## config.mk

```make
export PLATFORM = sky130hd
export DESIGN_NAME = pwc_top
export DESIGN_NICKNAME = d
export VERILOG_FILES = /design/src/hw/pwc_pkg.sv /design/src/hw/pwc_capture.sv /design/src/hw/pwc_irq.sv /design/src/hw/pwc_top.sv
export SDC_FILE = /design/constraint.sdc
export NUM_CORES = 1
export LEC_CHECK = 0
export BUFFER_PORTS_ARGS = -buffer_cell sky130_fd_sc_hd__buf_2
export CORE_MARGIN = 2
export CORE_UTILIZATION = 45
export DETAILED_ROUTE_END_ITERATION = 10
export HOLD_SLACK_MARGIN = 0.05
export MAX_ROUTING_LAYER = met4
export PLACE_DENSITY = 0.8
export SYNTH_ARGS = -nofsm -noshare
export SYNTH_HDL_FRONTEND = slang
export SYNTH_SLANG_ARGS = --single-unit
```

## constraint.sdc

```tcl
create_clock -name aclk -period 4.3 [get_ports aclk]
set_input_delay 0.215 -clock aclk [delete_from_list [all_inputs] [get_ports aclk]]
set_output_delay 0.215 -clock aclk [all_outputs]
set_load 0.03 [all_outputs]
```

## src/hw/pwc_pkg.sv

```systemverilog
// constants, types and decode helpers for the posted-write error capture bank
package pwc_pkg;

    // ****************************************************************
    // register map
    // ****************************************************************
    localparam int PWC_ADDR_W = 8;
    localparam logic [7:0] PWC_OFF_LOW = 8'h38;
    localparam logic [7:0] PWC_OFF_HIGH = 8'h3C;
    localparam logic [7:0] PWC_OFF_COMPANY = 8'h40;
    localparam logic [7:0] PWC_OFF_STATUS = 8'h60;
    localparam logic [7:0] PWC_OFF_MASK = 8'h64;
    localparam logic [7:0] PWC_WORD_MASK = 8'hFC;

    // ****************************************************************
    // field positions of the high capture word
    // ****************************************************************
    localparam int PWC_OFFHI_LSB = 0;
    localparam int PWC_OFFHI_MSB = 15;
    localparam int PWC_NODE_LSB = 16;
    localparam int PWC_NODE_MSB = 21;
    localparam int PWC_BUS_LSB = 22;
    localparam int PWC_BUS_MSB = 31;

    // ****************************************************************
    // event bits, shared by status and mask
    // ****************************************************************
    localparam int PWC_EV_CAPTURE = 0;
    localparam int PWC_EV_OVERRUN = 1;
    localparam int PWC_EV_W = 2;

    // ****************************************************************
    // reset values and bus answers
    // ****************************************************************
    localparam logic [31:0] PWC_CAPTURE_RST = 32'h0000_0000;
    localparam logic [PWC_EV_W-1:0] PWC_EV_RST = 2'h0;
    localparam logic [31:0] PWC_RDATA_RST = 32'h0000_0000;
    localparam logic [1:0] PWC_RESP_OKAY = 2'h0;
    localparam logic [1:0] PWC_RESP_SLVERR = 2'h2;

    typedef enum logic [2:0]
    {
        PWC_SEL_NONE = 3'h0,
        PWC_SEL_LOW = 3'h1,
        PWC_SEL_HIGH = 3'h2,
        PWC_SEL_COMPANY = 3'h3,
        PWC_SEL_STATUS = 3'h4,
        PWC_SEL_MASK = 3'h5
    } pwc_sel_e;

    typedef enum logic [1:0]
    {
        PWC_WR_IDLE = 2'h0,
        PWC_WR_COLLECT = 2'h1,
        PWC_WR_RESP = 2'h3
    } pwc_wr_e;

    // failed posted write as reported by the receive path
    typedef struct packed {
        logic [9:0] bus;
        logic [5:0] node;
        logic [47:0] offset;
    } pwc_fail_s;

    typedef struct packed {
        logic [31:0] low;
        logic [31:0] high;
    } pwc_capture_s;

    typedef struct packed {
        logic [PWC_EV_W-1:0] status;
        logic [PWC_EV_W-1:0] mask;
    } pwc_irq_s;

    typedef struct packed {
        pwc_wr_e wr_state;
        logic aw_held;
        logic w_held;
        logic [PWC_ADDR_W-1:0] waddr;
        logic [31:0] wdata;
        logic [3:0] wstrb;
        logic [1:0] bresp;
        logic rvalid;
        logic [31:0] rdata;
        logic [1:0] rresp;
    } pwc_axi_s;

    function automatic pwc_sel_e pwc_decode(input logic [PWC_ADDR_W-1:0] addr);
        pwc_sel_e sel;
        sel = PWC_SEL_NONE;
        case (addr & PWC_WORD_MASK)
            PWC_OFF_LOW: sel = PWC_SEL_LOW;
            PWC_OFF_HIGH: sel = PWC_SEL_HIGH;
            PWC_OFF_COMPANY: sel = PWC_SEL_COMPANY;
            PWC_OFF_STATUS: sel = PWC_SEL_STATUS;
            PWC_OFF_MASK: sel = PWC_SEL_MASK;
            default: sel = PWC_SEL_NONE;
        endcase
        return sel;
    endfunction

endpackage

```

## src/hw/pwc_capture.sv

```systemverilog
// capture registers for the failed posted write
`timescale 1ns/1ps
module pwc_capture
    import pwc_pkg::*;
(
    input wire logic aclk,
    input wire logic aresetn,
    input wire logic ce,
    input wire logic fail_valid,
    input wire pwc_fail_s fail,
    output pwc_capture_s regs
);

    pwc_capture_s st;
    pwc_capture_s next_st;

    always_comb
    begin
        next_st = st;
        // bus reads never reach here, so only a new failure moves these
        if (fail_valid)
        begin
            next_st.low = fail.offset[31:0];
            next_st.high[PWC_OFFHI_MSB:PWC_OFFHI_LSB] = fail.offset[47:32];
            next_st.high[PWC_NODE_MSB:PWC_NODE_LSB] = fail.node;
            next_st.high[PWC_BUS_MSB:PWC_BUS_LSB] = fail.bus;
        end
    end

    // contents are undefined until a capture; zero is a legal choice
    always_ff @(posedge aclk)
    begin
        if (!aresetn)
        begin
            st <= '{low: PWC_CAPTURE_RST, high: PWC_CAPTURE_RST};
        end
        else if (ce)
        begin
            st <= next_st;
        end
    end

    assign regs = st;
endmodule // pwc_capture

```

## src/hw/pwc_irq.sv

```systemverilog
// sticky event status, mask and interrupt line
`timescale 1ns/1ps
module pwc_irq
    import pwc_pkg::*;
(
    input wire logic aclk,
    input wire logic aresetn,
    input wire logic ce,
    input wire logic [PWC_EV_W-1:0] events,
    input wire logic wr_status,
    input wire logic wr_mask,
    input wire logic [PWC_EV_W-1:0] wr_bits,
    output pwc_irq_s regs,
    output logic irq
);

    pwc_irq_s st;
    pwc_irq_s next_st;

    always_comb
    begin
        next_st = st;
        if (wr_status)
        begin
            next_st.status = st.status & ~wr_bits;
        end
        if (wr_mask)
        begin
            next_st.mask = wr_bits;
        end
        // set after clear so a same-cycle event survives the clear
        next_st.status = next_st.status | events;
    end

    always_ff @(posedge aclk)
    begin
        if (!aresetn)
        begin
            st <= '{status: PWC_EV_RST, mask: PWC_EV_RST};
        end
        else if (ce)
        begin
            st <= next_st;
        end
    end

    assign regs = st;
    assign irq = |(st.status & st.mask);
endmodule // pwc_irq

```

## src/hw/pwc_top.sv

```systemverilog
// posted-write error capture bank with an axi4-lite register slave
`timescale 1ns/1ps

module pwc_top
    import pwc_pkg::*;
#(
    parameter logic [31:0] COMPANY_ID = 32'h0000_5A5A // arbitrary value
)
(
    input wire logic aclk,
    input wire logic aresetn,
    input wire logic ce,
    input wire logic fail_valid,
    input wire pwc_fail_s fail,
    output logic irq,
    input wire logic [PWC_ADDR_W-1:0] s_axi_awaddr,
    input wire logic [2:0] s_axi_awprot,
    input wire logic s_axi_awvalid,
    output logic s_axi_awready,
    input wire logic [31:0] s_axi_wdata,
    input wire logic [3:0] s_axi_wstrb,
    input wire logic s_axi_wvalid,
    output logic s_axi_wready,
    output logic [1:0] s_axi_bresp,
    output logic s_axi_bvalid,
    input wire logic s_axi_bready,
    input wire logic [PWC_ADDR_W-1:0] s_axi_araddr,
    input wire logic [2:0] s_axi_arprot,
    input wire logic s_axi_arvalid,
    output logic s_axi_arready,
    output logic [31:0] s_axi_rdata,
    output logic [1:0] s_axi_rresp,
    output logic s_axi_rvalid,
    input wire logic s_axi_rready
);

    // ****************************************************************
    // capture and interrupt units
    // ****************************************************************
    pwc_axi_s st;
    pwc_axi_s next_st;
    pwc_capture_s cap;
    pwc_irq_s ev;
    logic [PWC_EV_W-1:0] events;
    logic wr_status;
    logic wr_mask;
    logic [PWC_EV_W-1:0] wr_bits;

    pwc_capture u_capture
    (
        .aclk(aclk),
        .aresetn(aresetn),
        .ce(ce),
        .fail_valid(fail_valid),
        .fail(fail),
        .regs(cap)
    );

    // overrun: a new failure arrives before software cleared the last one
    always_comb
    begin
        events = '0;
        events[PWC_EV_CAPTURE] = fail_valid;
        events[PWC_EV_OVERRUN] = fail_valid & ev.status[PWC_EV_CAPTURE];
    end

    pwc_irq u_irq
    (
        .aclk(aclk),
        .aresetn(aresetn),
        .ce(ce),
        .events(events),
        .wr_status(wr_status),
        .wr_mask(wr_mask),
        .wr_bits(wr_bits),
        .regs(ev),
        .irq(irq)
    );

    // ****************************************************************
    // axi4-lite handshakes
    // ****************************************************************
    // ready and valid are gated by ce so no handshake completes while frozen
    logic aw_take;
    logic w_take;
    logic ar_take;
    logic have_addr;
    logic have_data;
    logic [PWC_ADDR_W-1:0] wr_addr;
    logic [31:0] wr_data;
    logic [3:0] wr_strb;
    logic wr_fire;
    pwc_sel_e wr_sel;
    pwc_sel_e rd_sel;

    assign s_axi_awready = ce && (st.wr_state != PWC_WR_RESP) && !st.aw_held;
    assign s_axi_wready = ce && (st.wr_state != PWC_WR_RESP) && !st.w_held;
    assign s_axi_bvalid = ce && (st.wr_state == PWC_WR_RESP);
    assign s_axi_bresp = st.bresp;
    assign s_axi_arready = ce && !st.rvalid;
    assign s_axi_rvalid = ce && st.rvalid;
    assign s_axi_rdata = st.rdata;
    assign s_axi_rresp = st.rresp;

    assign aw_take = s_axi_awvalid && s_axi_awready;
    assign w_take = s_axi_wvalid && s_axi_wready;
    assign ar_take = s_axi_arvalid && s_axi_arready;
    assign have_addr = st.aw_held || aw_take;
    assign have_data = st.w_held || w_take;
    assign wr_addr = st.aw_held ? st.waddr : s_axi_awaddr;
    assign wr_data = st.w_held ? st.wdata : s_axi_wdata;
    assign wr_strb = st.w_held ? st.wstrb : s_axi_wstrb;
    assign wr_fire = have_addr && have_data && (st.wr_state != PWC_WR_RESP);
    assign wr_sel = pwc_decode(wr_addr);
    assign rd_sel = pwc_decode(s_axi_araddr);

    // only byte lane 0 carries writable bits
    assign wr_status = wr_fire && (wr_sel == PWC_SEL_STATUS) && wr_strb[0];
    assign wr_mask = wr_fire && (wr_sel == PWC_SEL_MASK) && wr_strb[0];
    assign wr_bits = wr_data[PWC_EV_W-1:0];

    // ****************************************************************
    // write and read state
    // ****************************************************************
    always_comb
    begin
        next_st = st;
        if (aw_take)
        begin
            next_st.aw_held = 1'b1;
            next_st.waddr = s_axi_awaddr;
        end
        if (w_take)
        begin
            next_st.w_held = 1'b1;
            next_st.wdata = s_axi_wdata;
            next_st.wstrb = s_axi_wstrb;
        end
        case (st.wr_state)
            PWC_WR_IDLE, PWC_WR_COLLECT:
            begin
                if (wr_fire)
                begin
                    // capture and company words ignore writes and answer okay
                    next_st.wr_state = PWC_WR_RESP;
                    next_st.aw_held = 1'b0;
                    next_st.w_held = 1'b0;
                    next_st.bresp = (wr_sel == PWC_SEL_NONE) ? PWC_RESP_SLVERR
                                                             : PWC_RESP_OKAY;
                end
                else if (aw_take || w_take)
                begin
                    next_st.wr_state = PWC_WR_COLLECT;
                end
            end
            PWC_WR_RESP:
            begin
                if (s_axi_bready)
                begin
                    next_st.wr_state = PWC_WR_IDLE;
                end
            end
            default:
            begin
                next_st.wr_state = PWC_WR_IDLE;
            end
        endcase

        if (st.rvalid && s_axi_rready)
        begin
            next_st.rvalid = 1'b0;
        end
        if (ar_take)
        begin
            next_st.rvalid = 1'b1;
            next_st.rresp = PWC_RESP_OKAY;
            // reading has no side effect on the captured words
            case (rd_sel)
                PWC_SEL_LOW: next_st.rdata = cap.low;
                PWC_SEL_HIGH: next_st.rdata = cap.high;
                PWC_SEL_COMPANY: next_st.rdata = COMPANY_ID;
                PWC_SEL_STATUS: next_st.rdata = {{(32-PWC_EV_W){1'b0}}, ev.status};
                PWC_SEL_MASK: next_st.rdata = {{(32-PWC_EV_W){1'b0}}, ev.mask};
                default:
                begin
                    next_st.rdata = PWC_RDATA_RST;
                    next_st.rresp = PWC_RESP_SLVERR;
                end
            endcase
        end
    end

    always_ff @(posedge aclk)
    begin
        if (!aresetn)
        begin
            st <= '{wr_state: PWC_WR_IDLE, aw_held: 1'b0, w_held: 1'b0,
                    waddr: '0, wdata: PWC_RDATA_RST, wstrb: 4'h0,
                    bresp: PWC_RESP_OKAY, rvalid: 1'b0, rdata: PWC_RDATA_RST,
                    rresp: PWC_RESP_OKAY};
        end
        else if (ce)
        begin
            st <= next_st;
        end
    end
endmodule // pwc_top

```

==> run summary, run 1 <==
Status = finished, final reports clean
Gpl congestion = 0.891
Hold Crit Class = input pin to register
Crit share post-route = 47.2%
Pwr/cell area = 431 nW/µm²
Post-Synthesis Cells = 634
Final Hold Viols = 0
CTS Buffer Depth = 2
Async set-reset flop share out of synthesis = 0%
Post-synthesis sequential area ratio = 44.8%
Iteration-0 DRC count of the detailed router = 491
Data arrival, critical path = 2280 ps
Register area = 2320 µm²
Seq cells post-synth = 116
Core area = 11300 µm²
Top_reg_cell synth = dfxtp_1
Initial antenna violation count = 0
H-tree levels = 4
Post-route DRC violation count = 0
Layout cells sized above 1 = 26.7%
Largest area contributor in the netlist = dfxtp_1
Relative slew margins = 31.5%
Crit Path Class = register to register
Maxcap violations = 0
CTS Sinks = 116
IO buf count = 127
I/O pin count = 173
Crit start category = register
Syn Std Cell Area = 5180 µm²
Total track usage = 22.9%
Num rows = 39
Die H = 111 µm
Post_cts resized = 0
Ys Warns = 0
Synth top area share = 44.8%
Vias in the first global route = 4628
Avg Inst Size Synth = 8.17 µm²
Clk_lat worst skew = 410 ps
First-pass GRT wire length = 22200 µm
Antenna Cells = 0
CTS buffer count = 17
Final setup viols = 0
Vias per inst = 5.28
Clk_skew = 5.98 ps
Crit. Startpoint = st[82]
Setup repair bufs after CTS = 0
Fin crit period = 2030 ps
CTS tree = built
Lkg Pwr = 0.00281 µW
Area of the multi-input gates = 2380 µm²
Reg-to-Reg Start = st[82]
Die ar. = 12400 µm²
Post-synth EDFFs = 0
VDD IR max = 275 µV
Crit path required time = 4550 ps
Worst-path maximum fanout = 21
Starting Density = 45.8%
DR pass1 iterations = 5
Fmax = 493 MHz
Filler Cell Count = 990
Layout area overhead = 30.0%
Worst slew pin tran = 1030 ps
CP Capture Type = register
Die Wd = 111 µm
RSZ-0062 raised after global routing = no
Yosys cell types = 56
Grt ovf = 0
Largest net degree at the start of global routing = 68
Dominant cells by area after synthesis = dfxtp_1, nand2_1, a21oi_1
Fin util = 59.5%
Setup_tns = 0 ps
Final Max Slew Viols = 0
Vias = 4831
CTS clock-pin slew for the worst setup and hold paths = 50 ps
DP HPWL = 7590 µm
Root Driver = clkbuf_16
Post-layout net count = 891
HP Start = fail[24]
Detailed Route WL = 13600 µm
Post-route ant nets = 0
DR WL/cell = 14.9 µm
## sequential cells by signal, indices dropped and copies added (netlist names)
signal	count
s_axi_rresp	1
u_irq.regs	4
st	14
u_capture.regs	64
s_axi_bresp	1
s_axi_rdata	32
## cell usage after synthesis, drive strengths merged (2+ instances only)
cell	count
nand2	165
nor2b	2
a21oi	107
or4b	2
o211ai	2
o22ai	3
mux2	34
buf	50
nor3	2
nand2b	2
nand3	30
nand3b	3
a21boi	2
dfxtp	116
nor2	18
inv	5
a31oi	2
clkbuf	31
mux2i	9
o21ai	11
o221a	2
o31ai	2
nor4	3
and2	4
and3b	2
## layout make-up
class / count / share of cell area [%]
multi-input cells: 433 / 35.4
clock inverters: 10 / 2.32
inverters: 5 / 0.297
flip-flops and latches: 116 / 34.5
repair buffers: 187 / 18.1
well taps: 143 / 2.66
clock buffers: 21 / 6.69
## metal layers
metal | global-route usage (%) | up-vias | routed length (µm)
met5 | - | - | 0
li1 | - | 2386 | -
met2 | 37.7 | 175 | 6730
met1 | 26.1 | 2236 | 5700
met3 | 5.90 | 34 | 813
met4 | 11.0 | 0 | 344
## repair_timing
action | CTS | global route
hold buffers | 54 | 0
setup endpoints to repair | 0 | 0
endpoints found under the hold margin | 54 | 0
## critical path, stage by stage (launching register included)
cell and delay [ps]:
dfxtp_1 730, nor4b_1 450, o22ai_1 150, a2111oi_2 380, a41oi_1 160
## worst paths after layout
path,end,slack [ps],cells past startpoint
setup reg to reg,u_irq.regs[2],2270,4
setup / recovery,u_irq.regs[2],2270,4
hold reg to reg,s_axi_rdata[8],450,2
hold / removal,u_capture.regs[56],60,3
## cell families (layout without fill, tap and decap cells)
group           Yosys count  after routing  synth area share, %
flops                   116            116                 44.8
other cells               1              2               0.0724
buf+inv                  86            223                 9.28
simple gates            243            243                 20.5
mux                      43             43                 9.13
compound gates          145            145                 16.2
## stage by stage
stage | std cells | hold WS (ps) | setup slack [ps] | cell area (µm²) | power [µW]
finish | 915 | 62.9 | 2270 | 6730 | 2900
global route | 915 | 60.0 | 2150 | 6730 | 3010
CTS | 915 | 50.1 | 2270 | 6730 | 2910
detailed placement | 830 | 442 | 2250 | 5590 | 1430
global placement | 830 | 436 | 2260 | 5590 | 1420
floorplan | 635 | 351 | 2640 | 5180 | 1350
## power by group
group | internal [µW] | leakage [µW] | switching, µW
clock | 976 | 0.000297 | 475
combinational | 134 | 0.00156 | 167
sequential | 1120 | 0.000946 | 28.4
## placed cells by master, fill, tap and decap left out, types with 4 or more instances in the layout
cell type	instances
clkinv_2	5
buf_4	6
o21ai_0	11
dlygate4sd3_1	54
nand2_1	164
dfxtp_1	116
nor2_1	18
mux2_2	34
inv_1	4
nand3_1	30
buf_2	127
mux2i_1	9
a21oi_1	107
bufinv_16	4
clkbuf_16	17
Note: power is estimated with default switching activity, not from simulation.
==> run 2, diff against run 1 <==
--- a/config.mk
+++ b/config.mk
@@ -11,7 +11,7 @@
 export DETAILED_ROUTE_END_ITERATION = 10
 export HOLD_SLACK_MARGIN = 0.05
 export MAX_ROUTING_LAYER = met4
-export PLACE_DENSITY = 0.8
+export PLACE_DENSITY = 0.82
 export SYNTH_ARGS = -nofsm -noshare
 export SYNTH_HDL_FRONTEND = slang
 export SYNTH_SLANG_ARGS = --single-unit
==> constraint.sdc (replaced) <==
create_clock -name aclk -period 1.7 [get_ports aclk]
set_input_delay 0.085 -clock aclk [delete_from_list [all_inputs] [get_ports aclk]]
set_output_delay 0.085 -clock aclk [all_outputs]
set_load 0.03 [all_outputs]
==> run summary, run 2 (synthesis gave the netlist of run 1 again) <==
Final Hold Viols = 0 (unchanged)
Root Driver = clkbuf_16
Post-route ant nets = 0 (unchanged)
CTS buffer count = 17 (unchanged)
Pwr/cell area = 1000 nW/µm² (+130%)
Post-route DRC violation count = 0 (unchanged)
Layout cells sized above 1 = 27.4% (+0.67 points)
Total track usage = 25.1% (+2.2 points)
I/O pin count = 173 (unchanged)
GR Util met1 = 25.8% (-0.29 points)
IO buf count = 127 (unchanged)
Setup repair bufs after CTS = 0 (unchanged)
Fmax = 637 MHz (+29%)
Commonest non-fill, non-tap cell in the layout = nand2_1
Maxcap violations = 0 (unchanged)
Fin crit period = 1570 ps (-460 ps)
Detailed Route WL = 15000 µm (+11%)
Clk_lat worst skew = 410 ps (about the same)
Area of placed instances = 5720 µm² (+2.4%)
First-pass GRT wire length = 24100 µm (+8.7%)
Met3 Use GR = 6.67% (+0.77 points)
Worst-path maximum fanout = 8 (-62%)
Lkg Pwr = 0.00295 µW (+5.1%)
Met2 Usage GRT = 44.0% (+6.3 points)
Die ar. = 12400 µm² (unchanged)
Layout area overhead = 36.5%
Placed cells = 841 (+1.3%)
Grt ovf = 0 (unchanged)
Largest net degree at the start of global routing = 53 (-22%)
Core area = 11300 µm² (unchanged)
Vias per inst = 5.29 (+0.24%)
Crit. Startpoint = st[82]
Clk_skew = 6.24 ps (+0.265 ps)
CTS clock-pin slew for the worst setup and hold paths = 50 ps (about the same)
HP Start = ce
CP Capture Type = register
Crit share post-route = 92.3% (+45 points)
Vias in the first global route = 5119 (+11%)
Data arrival, critical path = 1850 ps (-430 ps)
Num rows = 39 (unchanged)
VDD IR max = 821 µV (+200%)
Crit path required time = 1980 ps (-2570 ps)
Status = finished, final reports clean
RSZ-0062 raised after global routing = no
DP HPWL = 8690 µm (+14%)
Max reg flops = 64 (unchanged)
H-tree levels = 4 (unchanged)
Starting Density = 45.8% (unchanged)
Vias = 5033 (+4.2%)
Final Max Slew Viols = 0 (unchanged)
CTS tree = built
Design area = 7070 µm² (+5.0%)
Final setup viols = 0 (unchanged)
Gpl congestion = 0.886 (-0.53%)
Initial antenna violation count = 0 (unchanged)
Crit Path Class = register to register
DR pass1 iterations = 7 (+2)
Post-layout net count = 926 (+3.9%)
Die H = 111 µm (unchanged)
DR WL/cell = 15.8 µm (+6.4%)
Hold Crit Class = input pin to register
CTS Buffer Depth = 2 (unchanged)
Most frequent cells in the layout = nand2_1, buf_2, dfxtp_1, a21oi_1, dlygate4sd3_1
Reg-to-Reg Start = st[82]
Tot Pwr = 7100 µW (+140%)
Antenna Cells = 0 (unchanged)
Crit start category = register
Layout Cells excl Fill = 951 (+3.9%)
Iteration-0 DRC count of the detailed router = 382 (-22%)
Setup_tns = 0 ps (unchanged)
Most Crowded Layer GR = met2
Die Wd = 111 µm (unchanged)
CTS Sinks = 116 (unchanged)
run 2: area by class of cell:
type                       instances  area (µm²)
inverter                           5        20.0
clock inverter                     9        70.1
fill                             898        4250
tap                              143         179
timing repair buffer             222        1590
multi-input combinational        433        2380
sequential                       116        2320
clock buffer                      23         498
run 2: per-layer routing:
metal / wire length (µm) / up-vias
met5: 0 / -
met4: 511 / 0
met3: 963 / 46
met2: 7650 / 187
met1: 5910 / 2353
li1: - / 2447
run 2: path summary, 6_finish.rpt:
kind | endpoint | cells past startpoint | slack, ps
setup / recovery | u_irq.regs[0] | 5 | 130
hold / removal | st[83] | 3 | 70
setup reg to reg | u_irq.regs[0] | 5 | 130
hold reg to reg | s_axi_rdata[7] | 2 | 450
run 2: per-stage QoR:
step / hold slack, ps / setup slack, ps / utilization (%)
after floorplan: 221 / 167 / -
after CTS: 59.4 / 86.4 / 62.4
after global routing: 68.6 / 43.1 / 62.4
final: 68.4 / 130 / 62.4
after global placement: 328 / 113 / 50.5
after detailed placement: 332 / 96.1 / 50.5
run 2: power by group:
group | switching (µW) | internal, µW
sequential | 70.0 | 2830
combinational | 449 | 407
clock | 1280 | 2060
run 2: repair_timing:
action                     4_1_cts  5_1_grt
resized for setup                0        1
hold buffers                    78        0
hold endpoints to repair        79        0
setup endpoints to repair        0        4
run 2: critical path: stages, from the launching register on:
cell	delay, ps
dfxtp_2	340
buf_4	160
and3b_1	250
a2bb2o_1	310
nor4_1	300
nor3_1	80
